## config.mk

```make
export PLATFORM = sky130hd
export DESIGN_NAME = eqiw_event_queue_irq_wdog
export DESIGN_NICKNAME = d
export VERILOG_FILES = /design/src/hw/eqiw_pkg.sv /design/src/hw/eqiw_event_queue_irq_wdog.sv
export SDC_FILE = /design/constraint.sdc
export NUM_CORES = 1
export LEC_CHECK = 0
export ABC_CLOCK_PERIOD_IN_PS = 3700
export BUFFER_PORTS_ARGS = -buffer_cell sky130_fd_sc_hd__buf_4
export CAP_MARGIN = 20
export CORE_MARGIN = 3
export CORE_UTILIZATION = 25
export DETAILED_ROUTE_END_ITERATION = 7
export GPL_TIMING_DRIVEN = 0
export MAX_ROUTING_LAYER = met4
export PLACE_DENSITY = 0.48
export SLEW_MARGIN = 10
export SYNTH_ARGS = -nofsm -noshare
export SYNTH_HDL_FRONTEND = slang
export SYNTH_SLANG_ARGS = --single-unit
```

## constraint.sdc

```tcl
create_clock -name clk_i -period 3.7 [get_ports clk_i]
set_input_delay 0.185 -clock clk_i [delete_from_list [all_inputs] [get_ports clk_i]]
set_output_delay 0.185 -clock clk_i [all_outputs]
set_load 0.05 [all_outputs]
```

## src/hw/eqiw_pkg.sv

```systemverilog
// Package: register map, field layout, reset values and timing constants
package eqiw_pkg;

	localparam logic [7:0] EQIW_OFF_BASE = 8'h34;
	localparam logic [7:0] EQIW_OFF_QSIZE = 8'h36;
	localparam logic [7:0] EQIW_OFF_FLAGS = 8'h38;
	localparam logic [7:0] EQIW_OFF_MASK = 8'h3a;
	localparam logic [7:0] EQIW_OFF_TIMER = 8'h3c;
	localparam logic [7:0] EQIW_OFF_CTRL = 8'h40;
	localparam logic [7:0] EQIW_OFF_STATUS = 8'h42;

	localparam logic [15:0] EQIW_RST_BASE = 16'h0000;
	localparam logic [15:0] EQIW_RST_QSIZE = 16'h0000;
	localparam logic [15:0] EQIW_RST_FLAGS = 16'h0000;
	localparam logic [15:0] EQIW_RST_MASK = 16'hffff;
	localparam logic [15:0] EQIW_RST_TIMER = 16'h0800;

	localparam int EQIW_NUM_EVENTS = 14;
	localparam int EQIW_HDLC_SZ_LSB = 5;
	localparam int EQIW_MON_SZ_LSB = 2;
	localparam int EQIW_CI_SZ_LSB = 0;
	localparam int EQIW_TMR_SEC_LSB = 12;
	localparam int EQIW_TMR_MS_LSB = 2;
	localparam int EQIW_EV_TIMER = 11;

	localparam logic [23:0] EQIW_QUEUE_OFFSET = 24'h00_0100;
	localparam logic [10:0] EQIW_BIG_QUEUE_UNIT = 11'h080;
	localparam logic [10:0] EQIW_CI_QUEUE_UNIT = 11'h040;
	localparam logic [15:0] EQIW_FAULT_LIMIT = 16'hffff;

	localparam int EQIW_CLK_HZ = 50_000_000;
	localparam int EQIW_TICK_US = 1000;
	localparam int EQIW_TICK_CYC = EQIW_CLK_HZ / 1_000_000 * EQIW_TICK_US;
	localparam int EQIW_MS_PER_S = 1000;

	typedef struct packed {
		logic [7:0] addr;
		logic [15:0] wdata;
		logic wr;
		logic rd;
	} eqiw_bus_req_t;

	typedef struct packed {
		logic [23:0] base_addr;
		logic [23:0] hdlc_q_addr;
		logic [23:0] mon_q_addr;
		logic [23:0] ci_q_addr;
	} eqiw_queue_map_t;

	typedef struct packed {
		logic hdlc;
		logic ci_rx;
		logic mon_rx;
		logic mon_tx;
		logic queue_full;
		logic rx_fifo_warn;
		logic rx_fifo_full;
		logic tx_fifo_warn;
		logic tx_fifo_full;
		logic irq_fifo_warn;
		logic irq_fifo_full;
		logic prbs_recovered;
	} eqiw_sources_t;

endpackage
```

## src/hw/eqiw_event_queue_irq_wdog.sv

```systemverilog
// Event flags, masks, queue placement and watchdog timer for the line card
`timescale 1ns/1ps
// How it works
// - Base register gives address bits 23..8
// - HDLC queue starts at base plus 256
// - Monitor queue follows the HDLC queue
// - Command/indicate queue follows the monitor queue
// - HDLC queue is 128 words per code step
// - Monitor queue uses the same 128-word steps
// - Command/indicate queue is 64 words per step
// - Flag register read returns then clears all, except flags set again in the read cycle
// - Interrupt output high for any unmasked flag
// - Mask bits 0..13 each suppress one flag
// - HDLC event sets HDLC flag
// - Command/indicate receive event sets its flag
// - Monitor receive event sets its flag
// - Transmit monitor events set monitor transmit flag
// - Any full memory queue sets overload flag
// - Three-quarter FIFO levels set warning flags
// - Full DMA FIFOs set overload flags
// - Full status FIFO sets its overload flag
// - Recovered pseudo-random sequence sets its flag
// - Fault counter at FFFF sets overflow flag
// - Missed restart drives watchdog output high
// - Each unrestarted period raises the timer flag
// - Time stamping enabled ignores the period register
module eqiw_event_queue_irq_wdog
	import eqiw_pkg::*;
#(
	parameter int TICK_CYCLES = EQIW_TICK_CYC
)
(
	input wire logic clk_i,
	input wire logic arst_n_i,
	input wire logic [7:0] addr_i,
	input wire logic [15:0] wdata_i,
	input wire logic wr_i,
	input wire logic rd_i,
	input wire logic hdlc_event_i,
	input wire logic ci_receive_event_i,
	input wire logic monitor_rx_event_i,
	input wire logic [15:0] monitor_tx_irq_reg_i,
	input wire logic [2:0] queue_full_i,
	input wire logic rx_fifo_warning_i,
	input wire logic rx_fifo_overload_i,
	input wire logic tx_fifo_warning_i,
	input wire logic tx_fifo_overload_i,
	input wire logic irq_fifo_warning_i,
	input wire logic irq_fifo_overload_i,
	input wire logic prbs_recovered_event_i,
	input wire logic [15:0] fault_count_i,
	input wire logic timestamp_enable_i,
	output logic [15:0] rdata_o,
	output logic irq_out_o,
	output logic watchdog_out_o,
	output logic [23:0] initiate_block_address_o,
	output logic [23:0] hdlc_queue_addr_o,
	output logic [23:0] monitor_queue_addr_o,
	output logic [23:0] ci_queue_addr_o
);

	// ****************************************
	// Types and helpers
	// ****************************************
	typedef struct packed {
		logic [15:0] base;
		logic [15:0] qsize;
		logic [15:0] flags;
		logic [15:0] mask;
		logic [15:0] period;
		logic [15:0] rdata;
		logic irq;
		logic wdog;
		logic [15:0] tick_cnt;
		logic [3:0] sec_cnt;
		logic [9:0] ms_cnt;
		logic fault_seen;
		eqiw_queue_map_t qmap;
	} eqiw_state_t;

	// Queue size in words from a size code and its step
	function automatic logic [23:0] eqiw_qwords(input logic [2:0] code, input logic [10:0] unit);
		logic [13:0] prod;
		prod = 14'({11'h000, code} + 14'h0001) * 14'(unit);
		return {10'h000, prod};
	endfunction

	eqiw_state_t st_r;
	eqiw_state_t st_nxt;
	eqiw_sources_t src;
	logic [EQIW_NUM_EVENTS-1:0] ev_set;
	logic fault_hit;
	logic period_done;
	logic tick;
	logic ms_wrap;
	logic [9:0] ms_next;
	logic [3:0] sec_next;

	// ****************************************
	// Event sources
	// ****************************************
	always_comb
	begin
		src.hdlc = hdlc_event_i;
		src.ci_rx = ci_receive_event_i;
		src.mon_rx = monitor_rx_event_i;
		src.mon_tx = |monitor_tx_irq_reg_i;
		src.queue_full = |queue_full_i;
		src.rx_fifo_warn = rx_fifo_warning_i;
		src.rx_fifo_full = rx_fifo_overload_i;
		src.tx_fifo_warn = tx_fifo_warning_i;
		src.tx_fifo_full = tx_fifo_overload_i;
		src.irq_fifo_warn = irq_fifo_warning_i;
		src.irq_fifo_full = irq_fifo_overload_i;
		src.prbs_recovered = prbs_recovered_event_i;
	end

	// Fault flag fires once on arrival at the limit, not every cycle it sits there
	assign fault_hit = (fault_count_i == EQIW_FAULT_LIMIT) && !st_r.fault_seen;

	// Timer runs on a 1 ms tick from the system clock
	assign tick = (st_r.tick_cnt == 16'(TICK_CYCLES - 1));
	assign ms_wrap = (st_r.ms_cnt == 10'(EQIW_MS_PER_S - 1));
	assign ms_next = ms_wrap ? 10'h000 : st_r.ms_cnt + 10'h001;
	assign sec_next = ms_wrap ? st_r.sec_cnt + 4'h1 : st_r.sec_cnt;
	// Period ends on the tick that brings elapsed time up to the programmed value
	// Zero ends on every tick; a milliseconds field above 999 never ends a period
	assign period_done = tick && !timestamp_enable_i
		&& ((st_r.period[15:2] == 14'h0000)
		|| ((sec_next == st_r.period[15:12]) && (ms_next == st_r.period[11:2])));

	always_comb
	begin
		ev_set = '0;
		ev_set[0] = src.hdlc;
		ev_set[1] = src.ci_rx;
		ev_set[2] = src.mon_rx;
		ev_set[3] = src.mon_tx;
		ev_set[4] = src.queue_full;
		ev_set[5] = src.rx_fifo_warn;
		ev_set[6] = src.rx_fifo_full;
		ev_set[7] = src.tx_fifo_warn;
		ev_set[8] = src.tx_fifo_full;
		ev_set[9] = src.irq_fifo_warn;
		ev_set[10] = src.irq_fifo_full;
		ev_set[EQIW_EV_TIMER] = period_done;
		ev_set[12] = src.prbs_recovered;
		ev_set[13] = fault_hit;
	end

	// ****************************************
	// Next state
	// ****************************************
	always_comb
	begin
		logic restart;
		logic [15:0] flags_cur;
		restart = 1'b0;
		flags_cur = st_r.flags;
		st_nxt = st_r;
		st_nxt.fault_seen = (fault_count_i == EQIW_FAULT_LIMIT);
		st_nxt.rdata = 16'h0000;
		if (rd_i)
		begin
			unique case (addr_i)
				EQIW_OFF_BASE: st_nxt.rdata = st_r.base;
				EQIW_OFF_QSIZE: st_nxt.rdata = st_r.qsize;
				EQIW_OFF_FLAGS:
				begin
					st_nxt.rdata = st_r.flags;
					flags_cur = 16'h0000;
				end
				EQIW_OFF_MASK: st_nxt.rdata = st_r.mask;
				EQIW_OFF_TIMER: st_nxt.rdata = st_r.period;
				EQIW_OFF_STATUS: st_nxt.rdata = {14'h0000, st_r.wdog, st_r.irq};
				default: st_nxt.rdata = 16'h0000;
			endcase
		end
		if (wr_i)
		begin
			unique case (addr_i)
				EQIW_OFF_BASE: st_nxt.base = wdata_i;
				EQIW_OFF_QSIZE: st_nxt.qsize = {8'h00, wdata_i[7:0]};
				EQIW_OFF_MASK: st_nxt.mask = {2'b00, wdata_i[13:0]};
				EQIW_OFF_TIMER: st_nxt.period = wdata_i;
				EQIW_OFF_CTRL: restart = wdata_i[0];
				default: st_nxt.period = st_nxt.period;
			endcase
		end
		// Sets win over the clear-on-read
		st_nxt.flags = flags_cur | {2'b00, ev_set};
		// Timer counting; a restart or end of period starts a fresh period
		if (restart || period_done)
		begin
			st_nxt.tick_cnt = 16'h0000;
			st_nxt.ms_cnt = 10'h000;
			st_nxt.sec_cnt = 4'h0;
		end
		else if (!timestamp_enable_i)
		begin
			if (tick)
			begin
				st_nxt.tick_cnt = 16'h0000;
				if (st_r.ms_cnt == 10'(EQIW_MS_PER_S - 1))
				begin
					st_nxt.ms_cnt = 10'h000;
					st_nxt.sec_cnt = st_r.sec_cnt + 4'h1;
				end
				else
				begin
					st_nxt.ms_cnt = st_r.ms_cnt + 10'h001;
				end
			end
			else
			begin
				st_nxt.tick_cnt = st_r.tick_cnt + 16'h0001;
			end
		end
		// Watchdog latches until the processor restarts it
		if (restart)
			st_nxt.wdog = 1'b0;
		else if (period_done)
			st_nxt.wdog = 1'b1;
		st_nxt.irq = |(st_nxt.flags[EQIW_NUM_EVENTS-1:0] & ~st_nxt.mask[EQIW_NUM_EVENTS-1:0]);
		st_nxt.qmap.base_addr = {st_nxt.base, 8'h00};
		st_nxt.qmap.hdlc_q_addr = st_nxt.qmap.base_addr + EQIW_QUEUE_OFFSET;
		st_nxt.qmap.mon_q_addr = st_nxt.qmap.hdlc_q_addr
			+ eqiw_qwords(st_nxt.qsize[EQIW_HDLC_SZ_LSB +: 3], EQIW_BIG_QUEUE_UNIT);
		st_nxt.qmap.ci_q_addr = st_nxt.qmap.mon_q_addr
			+ eqiw_qwords(st_nxt.qsize[EQIW_MON_SZ_LSB +: 3], EQIW_BIG_QUEUE_UNIT);
	end

	// ****************************************
	// State register
	// ****************************************
	always_ff @(posedge clk_i or negedge arst_n_i)
	begin
		if (!arst_n_i)
		begin
			st_r <= '0;
			st_r.base <= EQIW_RST_BASE;
			st_r.qsize <= EQIW_RST_QSIZE;
			st_r.flags <= EQIW_RST_FLAGS;
			st_r.mask <= EQIW_RST_MASK;
			st_r.period <= EQIW_RST_TIMER;
			st_r.qmap.hdlc_q_addr <= EQIW_QUEUE_OFFSET;
			st_r.qmap.mon_q_addr <= EQIW_QUEUE_OFFSET + {13'h0000, EQIW_BIG_QUEUE_UNIT};
			st_r.qmap.ci_q_addr <= EQIW_QUEUE_OFFSET + {12'h000, EQIW_BIG_QUEUE_UNIT, 1'b0};
		end
		else
		begin
			st_r <= st_nxt;
		end
	end

	assign rdata_o = st_r.rdata;
	assign irq_out_o = st_r.irq;
	assign watchdog_out_o = st_r.wdog;
	assign initiate_block_address_o = st_r.qmap.base_addr;
	assign hdlc_queue_addr_o = st_r.qmap.hdlc_q_addr;
	assign monitor_queue_addr_o = st_r.qmap.mon_q_addr;
	// Command/indicate queue size is computed here only for the a_ci_size check; no output carries it
	logic [23:0] ci_q_size;
	assign ci_q_size = eqiw_qwords({1'b0, st_r.qsize[EQIW_CI_SZ_LSB +: 2]}, EQIW_CI_QUEUE_UNIT);
	assign ci_queue_addr_o = st_r.qmap.ci_q_addr;
endmodule

```

==> results.json <==
{
  "insertion_delay_ps": 440,
  "powerDensity_nw_per_um2": 372,
  "nFillCells": 3887,
  "setup_viol": 0,
  "ant_nets": 0,
  "finalInstanceArea_sq_um": 13100,
  "dp_hpwl_um": 22400,
  "period_share_pct": 96.1,
  "synth_top_area_cell": "dfrtp_1",
  "synth_area_sq_um": 9690,
  "final_cell_count_no_fill": 1743,
  "timing.slew.headroom_pct": 46.7,
  "numPortBuffers": 149,
  "tns_ps": 0,
  "cts_buffers": 17,
  "die_area_sq_um": 41200,
  "antennaDiodeCount": 0,
  "startpoint_type": "input pin",
  "num_rows": 71,
  "max_cap_violations": 0,
  "regArea_sq_um": 4230,
  "r2r_start": "st_r[97]$_DFFE_PN0P_",
  "fin_crit_ps": 3550,
  "peakVddDrop_mv": 0.225,
  "antenna_found_initial": 0,
  "drtIter0Drc": 626,
  "grt.total_usage_pct": 14.7,
  "dp.cells": 1662,
  "firstDrtPassIters": 5,
  "yosys_warnings": 0,
  "worst-r2r-setup-slack_ps": 360,
  "hold_class": "input pin to register",
  "clkTransAtPathRegs_ps": 70,
  "multi_input_comb_area_sq_um": 4790,
  "status": "completed",
  "die_y_um": 203,
  "required_ps": 4060,
  "reg2regPathDepth": 11,
  "yosys_register_bits": 168,
  "wl_per_cell_um": 16.9,
  "num_vias": 7914,
  "core_sq_um": 37900,
  "avgSynthCellArea_sq_um": 9.97,
  "routed_wl_um": 29400,
  "grt_max_degree": 100,
  "power.leakage_nw": 6.05,
  "drc": 0,
  "fmax_mhz": 281,
  "synth.area.top_cells": "dfrtp_1 38%, buf_4 9.0%, dfstp_2 5.4%",
  "grt_pass1_wl_um": 45800,
  "synth_cell_types": 82,
  "critical_path_arrival_ps": 3920,
  "synth_edf_count": 0,
  "pin_count": 188,
  "start_util_pct": 25.5,
  "cp-startpoint": "addr_i[7]",
  "clock-sinks": 168,
  "place.gp.congestion": 0.831,
  "place_area_sq_um": 11700,
  "nets": 1308,
  "r2r_end": "st_r[100]$_DFFE_PN0P_",
  "dieWidth_um": 203,
  "rsz0062_at_grt": "true",
  "skew_ps": 10.6,
  "synthCells": 972,
  "ctsRootBufferMaster": "clkbuf_16",
  "critical_path_class": "input pin to register",
  "ys_seq_area_share_pct": 43.7,
  "cts.htree.levels": 4,
  "worstSetupEndpoint": "ci_queue_addr_o[23]$_DFF_PN0_",
  "synthArstFlopShare_pct": 100,
  "first_global_vias": 7824,
  "synth_top_area_share_pct": 38.2,
  "vias_per_cell": 4.54,
  "tightest_slew_ps": 796,
  "grt.overflow.total": 0,
  "synthFlopType": "dfrtp_1",
  "path_max_fanout": 6,
  "synthMostInstantiatedCell": "dfrtp_1",
  "clockBufferDepth": 2,
  "utilization_pct": 34.5,
  "drv_slew": 0,
  "cp-end-kind": "register",
  "syn_to_final_growth_pct": 34.9,
  "hold_viol_final": 0,
  "ys_top_cells_by_count": "148 x dfrtp_1, 116 x buf_4, 95 x nand2_1",
  "hp-start": "wdata_i[12]",
  "drive_above_1_share_pct": 38.5,
  "cts_tree": "done",
  "hold_slack_ps": 30.5
}
cells by family (layout without fill, tap and decap cells):
group / after synthesis / count (layout) / share of synthesized area, %
xor gates and xnor gates: 66 / 66 / 6.28
other: 1 / 30 / 0.0387
and+or+nand+nor: 307 / 307 / 17.2
muxes: 55 / 55 / 6.57
AOI/OAI and AO/OA: 170 / 170 / 12.1
DFF: 168 / 168 / 43.7
adders and majority gates: 15 / 15 / 2.09
buffers and inverters: 190 / 421 / 12.1
layer usage:
metal	vias to the layer above	part of all wire [%]	global-route usage, %
met5	-	0	-
met4	0	0.97	3.71
met3	20	5.1	2.20
met2	204	44	21.5
met1	3895	49	21.4
li1	3795	-	-
stage by stage:
stage	worst slack [ps]	total power [mW]
2_1_floorplan	-220	2.66
3_3_place_gp	-1110	2.94
3_5_place_dp	-1140	2.96
4_1_cts	9.15	4.89
5_1_grt	-38.3	5.07
6_report	146	4.86
final cells by class:
cell class | count | area share (%)
Sequential cell | 168 | 32.4
Multi-Input combinational cell | 643 | 36.6
Buffer | 150 | 8.20
Clock inverter | 12 | 1.28
Clock buffer | 20 | 3.42
Tap cell | 511 | 4.89
Inverter | 39 | 1.12
Timing Repair Buffer | 200 | 12.1
state kept, by name, summed over array words and instances, names as in the netlist:
signal,count
st_r,84
ci_queue_addr_o,17
monitor_queue_addr_o,17
hdlc_queue_addr_o,16
initiate_block_address_o,16
rdata_o,16
irq_out_o,1
watchdog_out_o,1
worst min-delay path by stage:
stage	end	slack, ps	cells past startpoint
final	st_r[157]$_DFFE_PN0P_	30	2
after global routing	st_r[157]$_DFFE_PN0P_	30	2
after CTS	initiate_block_address_o[16]$_DFF_PN0_	10	3
after detailed placement	st_r[118]$_DFFE_PN0P_	300	1
after global placement	st_r[182]$_DFF_PN0_	400	3
after floorplan	ci_queue_addr_o[10]$_DFF_PN0_	-110	0
where the power goes:
group          switching (mW)  internal [mW]
Combinational           0.554          0.364
Sequential             0.0897           1.95
Clock                   0.806           1.09
layout by cell type, fill, tap and decap left out, drive strengths merged, types with 7 or more instances in the layout:
cell	Yosys	layout
buf	127	312
dfrtp	148	148
nand2	96	96
nand3	44	44
nor2	44	44
inv	39	43
clkbuf	24	41
xnor2	40	40
a21oi	39	39
mux2	37	37
o21ai	35	35
conb	1	30
xor2	26	26
nand4	23	23
dfstp	20	20
nor3	18	18
mux2i	18	18
and3	17	17
dlygate4sd3	0	17
nor4	17	17
a222oi	14	14
ha	13	13
a31oi	10	10
nand2b	9	9
o31ai	9	9
a21o	8	8
and2	7	7
a22oi	7	7
o21a	7	7
critical path: stages:
cell	delay, ps
buf_4	130
nand4bb_4	220
or2_4	280
nor3_4	250
nand2_4	110
mux2_4	350
ha_4	180
xnor2_4	150
ha_1	290
a21o_1	210
a21oi_4	200
and2b_2	290
nand2b_1	190
nor4_4	270
o31ai_2	140
nor4_4	300
xor2_1	170
what timing repair did:
item / in CTS / in global routing
buffers inserted: 9 / 23
resized for setup: 22 / 39
hold buffers: 17 / 0
pin swaps: 6 / 18
hold endpoints to repair: 104 / 0
setup endpoints to repair: 18 / 23
Note: power is estimated with default switching activity, not from simulation.
